**config.mk**
```make
export PLATFORM = sky130hd
export DESIGN_NAME = scc_symbol_counter
export DESIGN_NICKNAME = d
export VERILOG_FILES = /design/src/scc_pkg.sv /design/src/scc_pin_sync.sv /design/src/scc_prescaler.sv /design/src/scc_symbol_counter.sv
export VERILOG_INCLUDE_DIRS = /design/src
export SDC_FILE = /design/constraint.sdc
export NUM_CORES = 1
export LEC_CHECK = 0
export ABC_AREA = 1
export BUFFER_PORTS_ARGS = -buffer_cell sky130_fd_sc_hd__buf_2
export CAP_MARGIN = 20
export CORE_ASPECT_RATIO = 1.5
export CORE_UTILIZATION = 60
export CTS_CLUSTER_SIZE = 10
export DETAILED_ROUTE_END_ITERATION = 8
export PLACE_DENSITY = 0.87
export SYNTH_ARGS = -nofsm -noshare
export SYNTH_HDL_FRONTEND = slang
export SYNTH_SLANG_ARGS = --single-unit
```
**constraint.sdc**
```tcl
create_clock -name clk_sys -period 2.7 [get_ports clk_sys]
set_input_delay 0.27 -clock clk_sys [delete_from_list [all_inputs] [get_ports clk_sys]]
set_output_delay 0.27 -clock clk_sys [all_outputs]
set_load 0.01 [all_outputs]
```
**src/scc_defs.svh**
```systemverilog
/*
  register indices, field positions, reset values and timing counts
  of the symbol counter control block.
  assumes: included by bare name by every design file that needs it.
*/
`ifndef SCC_DEFS_SVH
`define SCC_DEFS_SVH
// ----------------------------------------
// register indices (byte address = 4 * index)
// ----------------------------------------
`define SCC_IDX_CTRL_A    8'hDC
`define SCC_IDX_CTRL_B    8'hDD
`define SCC_IDX_STATUS    8'hDE
`define SCC_IDX_MASK      8'hDF
`define SCC_IDX_FLAGS     8'hE0
`define SCC_IDX_COUNT     8'hE1
`define SCC_IDX_BEACON_TS 8'hE2
`define SCC_IDX_FRAME_TS  8'hE3
`define SCC_IDX_CMP1      8'hE4
`define SCC_IDX_CMP2      8'hE5
`define SCC_IDX_CMP3      8'hE6
// ----------------------------------------
// control a fields
// ----------------------------------------
`define SCC_A_SYNC   7
`define SCC_A_MTS    6
`define SCC_A_EN     5
`define SCC_A_CKSEL  4
`define SCC_A_TSE    3
// control b fields
`define SCC_B_BTSM   5
`define SCC_B_DIV_HI 4
`define SCC_B_DIV_LO 2
`define SCC_B_EXT    1
`define SCC_B_BOEN   0
// flag / mask fields
`define SCC_F_BO     4
`define SCC_F_OF     3
`define SCC_F_MSB    4
// ----------------------------------------
// reset values and counts
// ----------------------------------------
`define SCC_RST_BYTE    8'h00
`define SCC_RST_WORD    32'h0000_0000
`define SCC_CNT_MAX     32'hFFFF_FFFF
`define SCC_BO_LAST     5'h13
`define SCC_LOAD_MAX_NS 16000
`define SCC_CLK_NS      50
`define SCC_LOAD_CYC    (`SCC_LOAD_MAX_NS / `SCC_CLK_NS)
`endif

```
**src/scc_pkg.sv**
```systemverilog
/*
  types of the symbol counter control block.
  assumes: compiled before any module of the block.
*/
package scc_pkg;
  // counter time base, one-hot
  typedef enum logic [2:0] {
    SCC_SRC_XTAL = 3'h1,
    SCC_SRC_RTC  = 3'h2,
    SCC_SRC_EXT  = 3'h4
  } scc_src_type;
endpackage : scc_pkg

```
**src/scc_pin_sync.sv**
```systemverilog
/*
  two flip-flop synchroniser with rising edge pulse per bit.
  assumes: inputs are asynchronous pins; one clock, sync reset.
*/
`timescale 1ns/1ps
`default_nettype none
module scc_pin_sync #(
  parameter int W = 3
) (
  input  wire logic         clk_sys,
  input  wire logic         sys_rst,
  input  wire logic [W-1:0] pin_in,
  output logic      [W-1:0] rise_r
);
  logic [W-1:0] meta_r;  // first stage, read only by the second
  logic [W-1:0] sync_r;  // second stage
  logic [W-1:0] prev_r;  // delayed copy for edge detect

  // ---------------------------------------
  // synchroniser and edge detector
  // ---------------------------------------
  always_ff @(posedge clk_sys) begin
    if (sys_rst) begin
      meta_r <= '0;
      sync_r <= '0;
      prev_r <= '0;
      rise_r <= '0;
    end else begin
      meta_r <= pin_in;
      sync_r <= meta_r;
      prev_r <= sync_r;
      rise_r <= sync_r & ~prev_r;
    end
  end
endmodule : scc_pin_sync
`default_nettype wire

```
**src/scc_prescaler.sv**
```systemverilog
/*
  crystal clock prescaler: divides crystal edges by 256 down to 4.
  assumes: xtal_edge is a one-cycle pulse per crystal rising edge.
*/
`timescale 1ns/1ps
`default_nettype none
`include "scc_defs.svh"
module scc_prescaler (
  input  wire logic       clk_sys,
  input  wire logic       sys_rst,
  input  wire logic       xtal_edge,
  input  wire logic       clear,
  input  wire logic [2:0] div_code,
  output logic            tick_r
);
  logic [7:0] pre_r;  // free divider count

  // mask of low bits for the selected divisor, 256 >> code
  function automatic logic [7:0] div_mask(input logic [2:0] code);
    div_mask = 8'hFF >> code;
    if (code == 3'h7) begin
      div_mask = 8'hFF;  // reserved code falls back to the default
    end
  endfunction : div_mask

  // ---------------------------------------
  // divider; clear realigns the symbol period
  // ---------------------------------------
  always_ff @(posedge clk_sys) begin
    if (sys_rst || clear) begin
      pre_r  <= 8'h00;
      tick_r <= 1'b0;
    end else begin
      tick_r <= 1'b0;
      if (xtal_edge) begin
        pre_r  <= pre_r + 8'h01;
        tick_r <= (pre_r & div_mask(div_code)) == div_mask(div_code);
      end
    end
  end
endmodule : scc_prescaler
`default_nettype wire

```
**src/scc_symbol_counter.sv**
```systemverilog
/*
  symbol counter control: time base select, 32-bit counter, backoff
  slots, timestamps, three compare units, flags and masks, reached
  over an avalon-mm slave with one wait cycle per access.
  assumes: radio events and sleep come from logic on clk_sys; the
  crystal, rtc and external clocks arrive as pins well below clk_sys.
*/
// Behaviour
// sync bit clears prescaler and backoff, self-clears
// alignment only holds on crystal time base
// manual stamp copies counter to beacon stamp
// disable stops counting, ignores counter writes
// clock select one picks rtc, zero crystal
// sleep forces rtc, wake restores selection
// auto stamps need auto timestamp enable
// compare absolute, or relative to beacon stamp
// beacon mask blocks only automatic beacon stamps
// divider codes 0..6 give 256 down to 4
// external pin clock overrides all, kept slow
// backoff runs with enable, irq needs mask
// busy from low byte write until loaded
// software avoids counter while busy
// flag clears on service or write one
// backoff flag every twenty symbols
// overflow flag on wrap to zero
// compare units set flag bits 0..2
// masked events still set flags
// software clears flag before enabling mask
// mask bits 4 backoff, 3 overflow, 2..0 compare
// reserved bits written zero, read as zero
// irq high while flag and mask set
`timescale 1ns/1ps
`default_nettype none
`include "scc_defs.svh"
module scc_symbol_counter (
  input  wire logic               clk_sys,
  input  wire logic               sys_rst,
  // avalon-mm slave, word index address
  input  wire logic [7:0]         avs_address,
  input  wire logic               avs_read,
  input  wire logic               avs_write,
  input  wire logic [31:0]        avs_writedata,
  input  wire logic [3:0]         avs_byteenable,
  output logic      [31:0]        avs_readdata,
  output logic                    avs_waitrequest,
  // clock pins
  input  wire logic               crystal_pin,
  input  wire logic               rtc_osc_pin,
  input  wire logic               ext_clock_pin,
  // radio side and interrupt service
  input  wire logic               transceiver_sleep,
  input  wire logic               frame_delim_evt,
  input  wire logic               beacon_evt,
  input  wire logic [4:0]         irq_serviced,
  // interrupt requests and active time base
  output logic                    backoff_interrupt,
  output logic                    overflow_interrupt,
  output logic [2:0]              match_interrupt,
  output var scc_pkg::scc_src_type active_source_r
);
  import scc_pkg::*;

  // ---------------------------------------
  // declarations
  // ---------------------------------------
  logic [5:0]  ctrl_a_r;        // enable, select, tse, modes
  logic [5:0]  ctrl_b_r;        // mask, divider, ext, boen
  logic [4:0]  mask_r;          // irq_mask_reg
  logic [4:0]  flags_r;         // irq_flag_reg
  logic [4:0]  flags_nxt;
  logic [31:0] count_r;         // count_value
  logic [31:0] count_nxt;
  logic [31:0] load_val_r;      // pending counter write
  logic        busy_r;          // update_busy
  logic [8:0]  load_wait_r;     // bounds the update time
  logic [31:0] beacon_ts_r;     // beacon timestamp
  logic [31:0] frame_ts_r;      // frame delimiter timestamp
  logic [31:0] cmp_r [3];       // unit compare values
  logic [4:0]  bo_cnt_r;        // backoff slot counter
  logic        sync_pulse_r;    // sync_clear, one cycle
  logic        mts_pulse_r;     // manual_timestamp, one cycle
  logic [2:0]  rise;            // synchronised pin edges
  logic        xtal_tick;       // prescaled crystal tick
  logic        tick;            // selected time base tick
  logic        run;             // counter running
  logic        acc;             // access completes this edge
  logic        wr_acc;
  logic        count_wr;
  logic        bo_evt;
  logic        of_evt;
  logic [2:0]  cmp_evt;
  logic [4:0]  clr;
  scc_src_type src;

  wire logic counter_enable        = ctrl_a_r[`SCC_A_EN];
  wire logic clock_select          = ctrl_a_r[`SCC_A_CKSEL];
  wire logic auto_timestamp_enable = ctrl_a_r[`SCC_A_TSE];
  wire logic beacon_stamp_mask     = ctrl_b_r[`SCC_B_BTSM];
  wire logic external_pin_clock    = ctrl_b_r[`SCC_B_EXT];
  wire logic backoff_enable        = ctrl_b_r[`SCC_B_BOEN];

  // fill a word with bytes enabled by the master
  function automatic logic [31:0] merge(input logic [31:0] old,
                                        input logic [31:0] wd,
                                        input logic [3:0]  be);
    merge = old;
    for (int i = 0; i < 4; i++) begin
      if (be[i]) begin
        merge[i*8 +: 8] = wd[i*8 +: 8];
      end
    end
  endfunction : merge

  // ---------------------------------------
  // time base
  // ---------------------------------------
  // pins pass two flops before any edge logic sees them
  scc_pin_sync #(.W(3)) u_sync (
    .clk_sys (clk_sys),
    .sys_rst (sys_rst),
    .pin_in  ({ext_clock_pin, rtc_osc_pin, crystal_pin}),
    .rise_r  (rise)
  );

  // prescaler is reset by sys_rst and by the sync bit, on the crystal path only
  scc_prescaler u_pre (
    .clk_sys   (clk_sys),
    .sys_rst   (sys_rst),
    .xtal_edge (rise[0]),
    .clear     (sync_pulse_r),
    .div_code  (ctrl_b_r[`SCC_B_DIV_HI:`SCC_B_DIV_LO]),
    .tick_r    (xtal_tick)
  );

  // source priority: external pin, then sleep or select, then crystal
  always_comb begin
    if (external_pin_clock) begin
      src = SCC_SRC_EXT;
    end else if (transceiver_sleep || clock_select) begin
      src = SCC_SRC_RTC;
    end else begin
      src = SCC_SRC_XTAL;
    end
  end

  // rtc edges bypass the prescaler, so alignment does not carry over
  always_comb begin
    unique case (src)
      SCC_SRC_EXT:  tick = rise[2];
      SCC_SRC_RTC:  tick = rise[1];
      SCC_SRC_XTAL: tick = xtal_tick;
    endcase
  end

  assign run = counter_enable & tick;

  // reports which time base is in use
  always_ff @(posedge clk_sys) begin
    if (sys_rst) begin
      active_source_r <= SCC_SRC_XTAL;
    end else begin
      active_source_r <= src;
    end
  end

  // ---------------------------------------
  // bus decode
  // ---------------------------------------
  // each access waits exactly one cycle
  assign acc    = (avs_read || avs_write) && !avs_waitrequest;
  assign wr_acc = acc && avs_write;
  // counter writes are dropped while disabled
  assign count_wr = wr_acc && (avs_address == `SCC_IDX_COUNT)
                    && counter_enable;

  always_ff @(posedge clk_sys) begin
    if (sys_rst) begin
      avs_waitrequest <= 1'b1;
    end else begin
      avs_waitrequest <= !((avs_read || avs_write) && avs_waitrequest);
    end
  end

  // read data is ready at the edge that ends the wait cycle
  always_ff @(posedge clk_sys) begin
    if (sys_rst) begin
      avs_readdata <= `SCC_RST_WORD;
    end else if (avs_read && avs_waitrequest) begin
      // reserved bits read as zero; self-clearing bits read zero
      unique case (avs_address)
        `SCC_IDX_CTRL_A:    avs_readdata <= {26'h0, ctrl_a_r};
        `SCC_IDX_CTRL_B:    avs_readdata <= {26'h0, ctrl_b_r};
        `SCC_IDX_STATUS:    avs_readdata <= {31'h0, busy_r};
        `SCC_IDX_MASK:      avs_readdata <= {27'h0, mask_r};
        `SCC_IDX_FLAGS:     avs_readdata <= {27'h0, flags_r};
        `SCC_IDX_COUNT:     avs_readdata <= count_r;
        `SCC_IDX_BEACON_TS: avs_readdata <= beacon_ts_r;
        `SCC_IDX_FRAME_TS:  avs_readdata <= frame_ts_r;
        `SCC_IDX_CMP1:      avs_readdata <= cmp_r[0];
        `SCC_IDX_CMP2:      avs_readdata <= cmp_r[1];
        `SCC_IDX_CMP3:      avs_readdata <= cmp_r[2];
        default:            avs_readdata <= `SCC_RST_WORD;
      endcase
    end
  end

  // ---------------------------------------
  // control registers
  // ---------------------------------------
  // only lane 0 carries the byte-wide registers
  always_ff @(posedge clk_sys) begin
    if (sys_rst) begin
      ctrl_a_r     <= 6'(`SCC_RST_BYTE);
      ctrl_b_r     <= 6'(`SCC_RST_BYTE);
      mask_r       <= 5'(`SCC_RST_BYTE);
      sync_pulse_r <= 1'b0;
      mts_pulse_r  <= 1'b0;
    end else begin
      sync_pulse_r <= 1'b0;
      mts_pulse_r  <= 1'b0;
      if (wr_acc && avs_byteenable[0]) begin
        unique case (avs_address)
          `SCC_IDX_CTRL_A: begin
            ctrl_a_r     <= avs_writedata[5:0];
            sync_pulse_r <= avs_writedata[`SCC_A_SYNC];
            mts_pulse_r  <= avs_writedata[`SCC_A_MTS];
          end
          `SCC_IDX_CTRL_B: ctrl_b_r <= avs_writedata[5:0];
          `SCC_IDX_MASK:   mask_r   <= avs_writedata[4:0];
          default: ;
        endcase
      end
    end
  end

  // compare values accept any byte lane
  always_ff @(posedge clk_sys) begin
    if (sys_rst) begin
      for (int i = 0; i < 3; i++) begin
        cmp_r[i] <= `SCC_RST_WORD;
      end
    end else if (wr_acc) begin
      for (int i = 0; i < 3; i++) begin
        if (avs_address == `SCC_IDX_CMP1 + 8'(i)) begin
          cmp_r[i] <= merge(cmp_r[i], avs_writedata, avs_byteenable);
        end
      end
    end
  end

  // ---------------------------------------
  // counter and pending load
  // ---------------------------------------
  // a write is held until the next tick or the update time bound
  always_ff @(posedge clk_sys) begin
    if (sys_rst) begin
      busy_r      <= 1'b0;
      load_val_r  <= `SCC_RST_WORD;
      load_wait_r <= 9'h000;
    end else if (count_wr) begin
      load_val_r  <= merge(load_val_r, avs_writedata, avs_byteenable);
      if (avs_byteenable[0]) begin
        busy_r      <= 1'b1;
        load_wait_r <= 9'h000;
      end
    end else if (busy_r) begin
      load_wait_r <= load_wait_r + 9'h001;
      if (run || load_wait_r == 9'(`SCC_LOAD_CYC - 1) || !counter_enable) begin
        busy_r <= 1'b0;
      end
    end
  end

  // increment on each tick; a pending load replaces the step
  always_comb begin
    count_nxt = count_r;
    if (busy_r && counter_enable &&
        (run || load_wait_r == 9'(`SCC_LOAD_CYC - 1))) begin
      count_nxt = load_val_r;
    end else if (run) begin
      count_nxt = count_r + 32'h1;
    end
  end

  always_ff @(posedge clk_sys) begin
    if (sys_rst) begin
      count_r <= `SCC_RST_WORD;
    end else begin
      count_r <= count_nxt;
    end
  end

  // ---------------------------------------
  // timestamps
  // ---------------------------------------
  // manual stamps ignore both the enable and the beacon mask
  always_ff @(posedge clk_sys) begin
    if (sys_rst) begin
      beacon_ts_r <= `SCC_RST_WORD;
      frame_ts_r  <= `SCC_RST_WORD;
    end else begin
      if (mts_pulse_r) begin
        beacon_ts_r <= count_r;
      end else if (beacon_evt && auto_timestamp_enable && !beacon_stamp_mask) begin
        beacon_ts_r <= count_r;
      end
      if (frame_delim_evt && auto_timestamp_enable) begin
        frame_ts_r <= count_r;
      end
    end
  end

  // ---------------------------------------
  // backoff slot counter
  // ---------------------------------------
  always_ff @(posedge clk_sys) begin
    if (sys_rst || sync_pulse_r) begin
      bo_cnt_r <= 5'h00;
    end else if (run && backoff_enable) begin
      bo_cnt_r <= (bo_cnt_r == `SCC_BO_LAST) ? 5'h00 : bo_cnt_r + 5'h01;
    end
  end

  assign bo_evt = run && backoff_enable && (bo_cnt_r == `SCC_BO_LAST);

  // ---------------------------------------
  // events
  // ---------------------------------------
  assign of_evt = run && !busy_r && (count_r == `SCC_CNT_MAX);

  // match on the value the counter steps into
  always_comb begin
    for (int i = 0; i < 3; i++) begin
      if (ctrl_a_r[i]) begin
        cmp_evt[i] = run && (count_nxt == beacon_ts_r + cmp_r[i]);
      end else begin
        cmp_evt[i] = run && (count_nxt == cmp_r[i]);
      end
    end
  end

  // ---------------------------------------
  // flags and interrupt requests
  // ---------------------------------------
  // write one clears, service of an enabled request clears
  always_comb begin
    clr = (irq_serviced & mask_r);
    if (wr_acc && avs_byteenable[0] && avs_address == `SCC_IDX_FLAGS) begin
      clr = clr | avs_writedata[4:0];
    end
    // events set flags regardless of mask, and win over clears
    flags_nxt = (flags_r & ~clr) | {bo_evt, of_evt, cmp_evt};
  end

  always_ff @(posedge clk_sys) begin
    if (sys_rst) begin
      flags_r <= 5'(`SCC_RST_BYTE);
    end else begin
      flags_r <= flags_nxt;
    end
  end

  // requests follow flag and mask, a late mask fires at once
  always_ff @(posedge clk_sys) begin
    if (sys_rst) begin
      backoff_interrupt  <= 1'b0;
      overflow_interrupt <= 1'b0;
      match_interrupt    <= 3'h0;
    end else begin
      backoff_interrupt  <= flags_r[`SCC_F_BO] & mask_r[`SCC_F_BO];
      overflow_interrupt <= flags_r[`SCC_F_OF] & mask_r[`SCC_F_OF];
      match_interrupt    <= flags_r[2:0] & mask_r[2:0];
    end
  end
endmodule : scc_symbol_counter
`default_nettype wire

```
==> results.md, run 1 <==
- Outcome: did not finish
- Failing step: global routing (5_1_grt)
- Stop err: [ERROR GRT-0232] Routing congestion too high. Check the congestion heatmap in the GUI.
- Syn nets: 4,138
- Seq/Total Area, Yosys: 0.3074
- Syn avg cell area: 6.104 um2
- Synth Instances: 3,979
- # IOs: 100
- Dpl cells: 4,929
- Largest net degree at the start of global routing: 41
- EDFF count, synth: 96
- CTS Buf Count: 39
- Chip Width: 166.3 um
- PortBufs: 99
- Post-synth ARST share: 0
- Die height: 248.4 um
- Tot GR Track Use: 0.6711
- Dominant synthesized flop cell: dfxtp_1
- GRT overflow: 63
- Final HPWL DP: 89.18 mm
- Synth Warn #: 0
- Sink Count: 325
- Clock root cell: clkbuf_16
- Dpl cell area: 0.02863 mm2
- Starting Density: 0.6127
- Count of cell types in the netlist: 57
- Worst ep type: register input
- GPL Wtd Cong: 1.087
- Clock buffer depth: 3
- GRT worst endpoint: flags_r[1]$_SDFF_PP0_/D
- Cell Area, Synth: 0.02429 mm2
- #FFs+latches synth: 325
- Std-Cell Rows: 89
- CTS H-tree depth: 2
per-stage QoR:
step	TNS [ps]	hold slack (ps)	worst slack (ps)
after floorplan	0	372.8	314.9
after global placement	-830.2	380.7	-383.9
after detailed placement	-1049	385.5	-371.6
after CTS	-26.45	6.621	-18.18
what timing repair did:
| item | in CTS |
|---|---|
| buffers inserted | 11 |
| hold endpoints to repair | 4 |
| gates resized for setup | 219 |
| pin swaps | 69 |
| gates cloned | 0 |
| endpoints found under the setup margin | 3 |
| hold buffers | 5 |
kinds of logic after synthesis:
logic type | Yosys count | synth area share
mux | 1 | 0.0004121
flops | 325 | 0.3074
simple gates | 2189 | 0.3756
buf+inv | 765 | 0.1213
compound gates | 569 | 0.1320
fa+ha+maj | 100 | 0.05244
xor+xnor | 30 | 0.01082
metal layers:
| layer | GRT overflow | global-route usage |
|---|---|---|
| met5 | 0 | 0.02938 |
| met1 | 1 | 0.6910 |
| met4 | 26 | 0.7069 |
| met3 | 2 | 0.3871 |
| met2 | 34 | 0.9119 |
synthesized netlist by cell type (all sizes together) (9+ instances only):
master	instances	area, um2
nand2	1360	5225
inv	659	2476
nor2	371	1429
nand3	328	1669
dfxtp	229	4584
a21oi	218	1095
o21ai	196	988.4
ha	97	1214
edfxtp	96	2883
clkbuf	80	300.3
o22ai	53	331.6
nor3	50	276.5
a211oi	40	300.3
nand4	28	175.2
o31ai	27	202.7
buf	23	158.9
or2	21	131.4
xnor2	18	157.7
nand3b	13	97.59
xor2	12	105.1
nor4	9	62.56
o21bai	9	67.56
==> run 2, diff against run 1 <==
Settings changed: CORE_ASPECT_RATIO 1.5 to default, CORE_UTILIZATION 60 to 40, CTS_CLUSTER_SIZE 10 to default, PLACE_DENSITY 0.87 to default, PLACE_DENSITY_LB_ADDON from default to 0.15.
==> results.md, run 2 <==
- Outcome: complete, but fails checks
- Failing checks: negative setup slack
- Area share of the leading cell type in the synthesized netlist: 0.2049 (unchanged)
- Slew headroom: 0.4150
- Number of fill cells in the layout: 5,957
- Most common cell after layout, fill and taps aside: nand2_1
- Synth cell count leaders: 1,326 x nand2_1, 639 x inv_1, 364 x nor2_1
- DR WL/cell: 22.23 um
- Most frequent cells in the layout: 1,144 x nand2_1, 626 x inv_1, 575 x buf_4
- CTS Buf Count: 41 (+5.1%)
- Worst IR Drop VDD: 0.4825 mV
- Cell Area, Synth: 0.02429 mm2 (unchanged)
- Fin crit period: 2814 ps
- Syn avg cell area: 6.104 um2 (unchanged)
- PortBufs: 99 (unchanged)
- Hold Vio Cnt, Final: 0
- Final WS setup: -114.5 ps
- Std-Cell Rows: 89 (unchanged)
- Clock buffer depth: 3 (unchanged)
- First-pass GRT wire length: 173.9 mm
- DRT Pass-1 Iters: 6
- Clock root cell: clkbuf_16
- Seq/Total Area, Yosys: 0.3074 (unchanged)
- Vias in the first global route: 27,390
- Synth Warn #: 0 (unchanged)
- Leak: 0.01680 uW
- DR DRC count: 0
- Synthesis-to-layout area growth: 43.48%
- PD cells: 344.8 mW/mm2
- Critical path class: reg -> reg
- Vias: 29,500
- F_max: 355.3 MHz
- Setup slack after placement: -381.0 ps (-9.422 ps)
- Die height: 248.4 um (unchanged)
- Starting Density: 0.4085 (-0.2042)
- Hold Crit Class: in -> reg
- Crit start category: flop
- Dpl cells: 5,339 (+8.3%)
- CP required: 3220 ps
- # IOs: 100 (unchanged)
- Die footprint: 0.06171 mm2
- TritonCTS clock tree: yes
- Sequential cell area: 0.007532 mm2
- Slew at the pin closest to its max-slew limit: 868.3 ps
- Most frequent cell after synthesis: nand2_1
- Initial DRC Count: 3,104
- Tcrit/Tclk final: 1.042
- Via density: 5.363
- Max-Cap Viols: 0
- Final #Nets: 4,853
- GPL Wtd Cong: 1.045 (-3.9%)
- WP data arrival: 3330 ps
- Max-slew violation count: 0
- Tot GR Track Use: 0.3810
- Chip Width: 248.4 um (+49%)
- Initial antenna violation count: 2
- Dominant synthesized flop cell: dfxtp_1
- CORE AREA: 0.05946 mm2
- Crit Path Max Fanout: 3
- Multi-input gate area: 0.01632 mm2
- Syn nets: 4,138 (unchanged)
- Count of cell types in the netlist: 57 (unchanged)
- Largest net degree at the start of global routing: 134
- # diodes: 0
- Synth Instances: 3,979 (unchanged)
- RSZ-0062 raised after global routing: true
- Clock insertion delay at the later pin of the skew report: 590 ps
- #FFs+latches synth: 325 (unchanged)
- Fin Hold WS: 20.75 ps
- Layout cell share with drive strength beyond 1: 0.2949
- Post-synth ARST share: 0 (unchanged)
- Final HPWL DP: 97.39 mm (+9.2%)
- CTS H-tree depth: 2 (unchanged)
- Post-Route Utilization: 0.5861
- Finished Layout Cells: 5,500
- R2R Setup Slk: -110 ps
- GRT overflow: 0
- Clock skew: 24.19 ps
- Largest register by flop count: cmp_r
- Final setup fails: 2
- Cell accounting for the most synthesized area: nand2_1
- Top cells by area, synth: nand2_1 20%, dfxtp_1 19%, edfxtp_1 12%
- Clk pin slew, worst setup/hold paths: 70 ps
- Post-Route WL: 122.3 mm
- CP Capture Type: flop
- EDFF count, synth: 96 (unchanged)
- Max FFs per register: 96
- DRT antenna net count: 0
- Sink Count: 325 (unchanged)
==> run 2: cell counts after synthesis <==
Identical to the previous run, type by type.
==> run 2: repair_timing <==
action / CTS / global route
hold buffers: 34 / 0
endpoints found under the hold margin: 36 / 0
setup endpoints to repair: 3 / 3
resized for setup: 199 / 461
pin swaps: 38 / 185
gates cloned: 0 / 1
buffers inserted: 11 / 39
==> run 2: metrics by stage <==
stage | instance area [um2] | setup TNS [ps] | power [uW]
global route | 34850 | -475.4 | 12280
detailed placement | 30010 | -954.7 | 6113
CTS | 32690 | -11.78 | 11940
global placement | 30010 | -1052 | 6116
finish | 34850 | -195.3 | 12020
floorplan | 24290 | 0 | 5650
==> run 2: layer usage <==
metal,GRT usage,up-vias,share of wire
met1,0.5041,13540,0.41
li1,-,14170,-
met2,0.5892,1498,0.43
met5,0,-,0.00027
met4,0.1730,4,0.052
met3,0.08699,283,0.11
==> run 2: worst max-delay path: stages, from the launching register on <==
cell and delay (ps):
edfxtp_1 370, ha_2 190, inv_1 60, fa_2 380, inv_2 60, nand3_1 80
nand2_2 140, buf_4 130, xnor2_1 100, o21ai_1 90, xor2_1 270, nand3_1 210
nor2_1 170, buf_4 150, nand2_2 80, nor2_1 90, nand3_1 70, a21oi_1 120
==> run 2: cell type report <==
class                           count  area share
Clock buffer                       58     0.03508
Clock inverter                     18    0.005565
Inverter                          662     0.07159
Multi-Input combinational cell   2889      0.4682
Sequential cell                   325      0.2161
Tap cell                          773     0.02775
Timing Repair Buffer              775      0.1757
==> run 2: kinds of logic (layout without fill, tap and decap cells) <==
family          count (synthesis)  in the layout  share of synthesized area
mux                             1              1                  0.0004121
buf+inv                       765           1513                     0.1213
compound gates                569            569                     0.1320
simple gates                 2189           2189                     0.3756
fa+ha+maj                     100            100                    0.05244
flops                         325            325                     0.3074
xor+xnor                       30             30                    0.01082
==> run 2: report_power, final <==
part	leakage [uW]	switching, uW	total (uW)	internal (uW)
registers	0.00286	62.7	5130	5070
logic	0.0133	625	1030	409
clock network	0.000682	2460	5850	3390
==> run 2: path summary, 6_finish.rpt <==
path	startpoint	end	depth (start not counted)
setup reg to reg	cmp_r[0][64]	flags_r[2]	17
hold reg to reg	u_sync.prev_r[1]	u_sync.rise_r[1]	1
hold / removal	avs_writedata[16]	load_val_r[16]	3
setup / recovery	cmp_r[0][64]	flags_r[2]	17
Power figures use the tool's default switching activity.
==> run 3, diff against run 2 <==
Settings changed: CORE_MARGIN from default to 10, CTS_BUF_LIST from default to sky130_fd_sc_hd__clkbuf_4 sky130_fd_sc_hd__clkbuf_8, RECOVER_POWER from default to 25.
==> results.md, run 3 (synthesis gave the netlist of run 2 again) <==
- Grt peak-use layer: met2
- TritonCTS clock tree: yes
- GPL Wtd Cong: 1.046 (about the same)
- Worst reg2reg startpoint: cmp_r[0][11]
- Clock skew: 58.44 ps (+34.24 ps)
- Fin area: 0.03339 mm2 (-4.2%)
- CTS H-tree depth: 2 (unchanged)
- Most frequent cells in the layout: 1,177 x nand2_1, 623 x inv_1, 470 x buf_4
- Synthesis-to-layout area growth: 37.46%
- Outcome: complete, but fails checks
- Starting Density: 0.4032 (-0.005294)
- CP Capture Type: flop
- Crit Path Max Fanout: 4 (+1)
- Number of fill cells in the layout: 6,042 (+1.4%)
- PortBufs: 99 (unchanged)
- Sequential cell area: 0.007511 mm2 (-0.28%)
- CP required: 3340 ps (+120 ps)
- # diodes: 0 (unchanged)
- DRT Pass-1 Iters: 8 (+2)
- Final #Nets: 4,747 (-2.2%)
- Largest register by flop count: cmp_r
- Final setup fails: 2 (unchanged)
- F_max: 359.9 MHz (+1.3%)
- Worst IR Drop VDD: 0.4132 mV (-14%)
- Final HPWL DP: 94.31 mm (-3.2%)
- Slew at the pin closest to its max-slew limit: 1598 ps (+729.7 ps)
- Pwr Total: 11,750 uW (-2.2%)
- Vias: 29,220 (-0.93%)
- Tcrit/Tclk final: 1.029 (-0.01332)
- Met1 Track Usage GR: 0.4222 (-0.08191)
- Most common cell after layout, fill and taps aside: nand2_1
- RSZ-0062 raised after global routing: true
- Hold Vio Cnt, Final: 0 (unchanged)
- Clock buffer depth: 3 (unchanged)
- Tot GR Track Use: 0.3277 (-0.05332)
- Layout cell share with drive strength beyond 1: 0.2634 (-0.03153)
- Die height: 266.4 um (+7.2%)
- Sink Count: 325 (unchanged)
- Largest net degree at the start of global routing: 105 (-22%)
- Max-slew violation count: 34 (+34)
- Vias in the first global route: 27,360 (-0.11%)
- Final WS setup: -78.52 ps (+35.96 ps)
- Leak: 0.01610 uW (-4.1%)
- Dpl cell area: 0.02916 mm2 (-2.8%)
- Via density: 5.394 (+0.57%)
- R2R Setup Slk: -80 ps (+40 ps)
- PD cells: 351.8 mW/mm2 (+2.0%)
- DR DRC count: 0 (unchanged)
- CTS Buf Count: 59 (+44%)
- Hold Crit Class: in -> reg
- Clk pin slew, worst setup/hold paths: 70 ps (about the same)
- Critical path class: reg -> reg
- Crit start category: flop
- Min-Delay Endpoint: flags_r[0]
- CORE AREA: 0.06025 mm2 (+1.3%)
- Chip Width: 266.4 um (+7.2%)
- Multi-input gate area: 0.01591 mm2 (-2.5%)
- Post-Route WL: 119.8 mm (-2.0%)
- Clock root cell: clkbuf_8
- Hold_sp: irq_serviced[0]
- GRT overflow: 0 (unchanged)
- Post-Route Utilization: 0.5542 (-0.03183)
- R2r endpoint: flags_r[0]
- Grt met2 use: 0.5097 (-0.07955)
- DRT antenna net count: 0 (unchanged)
- Initial DRC Count: 3,152 (+1.5%)
- Max-Cap Viols: 1 (+1)
- # IOs: 100 (unchanged)
- DR WL/cell: 22.11 um (-0.52%)
- Slew headroom: -0.06536 (-0.4804)
- Hold depth: 5 (+2)
- Reg2reg path depth: 18 (+1)
- First-pass GRT wire length: 173.2 mm (-0.42%)
- Fin crit period: 2779 ps (-35.96 ps)
- Clock insertion delay at the later pin of the skew report: 730 ps (+140 ps)
- Grt met3 use: 0.06727 (-0.01971)
- Initial antenna violation count: 3 (+1)
- Failing checks: max-capacitance violations, max-slew violations, negative setup slack
- Fin Hold WS: 55.42 ps (+34.67 ps)
- Max FFs per register: 96 (unchanged)
- Die footprint: 0.07098 mm2 (+15%)
- Std-Cell Rows: 90 (+1.1%)
- WP data arrival: 3420 ps (+90 ps)
run 3: cell count changes in the layout (fill, tap and decap cells not counted), sizes merged:
cell / change
buf: -134
bufbuf: +1
bufinv: +5
clkbuf: +24
clkinv: +7
clkinvlp: -4
dlygate4sd3: +9
inv: +1
run 3: area by class of cell:
type | instances | area share
clock buffer | 82 | 0.03080
tap | 782 | 0.02930
inverter | 662 | 0.07472
clock inverter | 27 | 0.01045
multi-input combinational | 2889 | 0.4765
timing repair buffer | 651 | 0.1533
sequential | 325 | 0.2249
run 3: worst max-delay path, stage by stage, from the launching register on:
cell and delay (ps):
edfxtp_1 430, ha_1 350, buf_4 170, nand2_1 120, inv_1 80, a21oi_1 230
buf_4 170, nand2_1 50, nand2_1 110, nand3_1 90, nand2_1 70, nand3_1 70
nand2_1 120, o21ai_1 80, nor2_1 110, nand2_1 60, nor2_2 140, nand3_1 120
a21oi_2 130
run 3: per-stage QoR:
stage                     setup TNS (ps)  std cells  worst slack, ps
after floorplan                        0       3979            314.9
after global placement            -982.8       5230           -416.0
after detailed placement           -1032       5230           -389.1
after CTS                         -3.082       5396           -1.665
after global routing              -701.3       5418           -189.5
final                             -152.4       5418           -78.52
run 3: worst max path at each step:
stage	start	to	slack, ps	depth (start not counted)
5_1_grt	cmp_r[0][37]	flags_r[1]	-190	19
2_1_floorplan	beacon_ts_r[1]	flags_r[2]	310	21
4_1_cts	cmp_r[0][11]	flags_r[0]	-2	20
3_5_place_dp	cmp_r[0][74]	flags_r[2]	-390	19
3_3_place_gp	cmp_r[0][73]	flags_r[2]	-420	19
6_report	cmp_r[0][11]	flags_r[0]	-80	18
run 3: power breakdown:
group / internal (uW) / switching (uW) / leakage [uW] / total (uW)
registers: 5080 / 65.5 / 0.00285 / 5140
logic: 405 / 626 / 0.0125 / 1030
clock network: 3180 / 2390 / 0.000725 / 5570
run 3: routing by layer:
| metal | up-vias | wire length [um] |
|---|---|---|
| li1 | 13960 | - |
| met1 | 13490 | 48670 |
| met2 | 1458 | 51650 |
| met3 | 318 | 12360 |
| met4 | 2 | 7111 |
| met5 | - | 13 |
run 3: what timing repair did:
| item | 4_1_cts | 5_1_grt |
|---|---|---|
| pin swaps | 80 | 90 |
| gates cloned | 1 | 0 |
| buffers inserted | 15 | 22 |
| hold endpoints to repair | 118 | 0 |
| hold buffers | 43 | 0 |
| resized for setup | 302 | 223 |
| endpoints found under the setup margin | 3 | 3 |
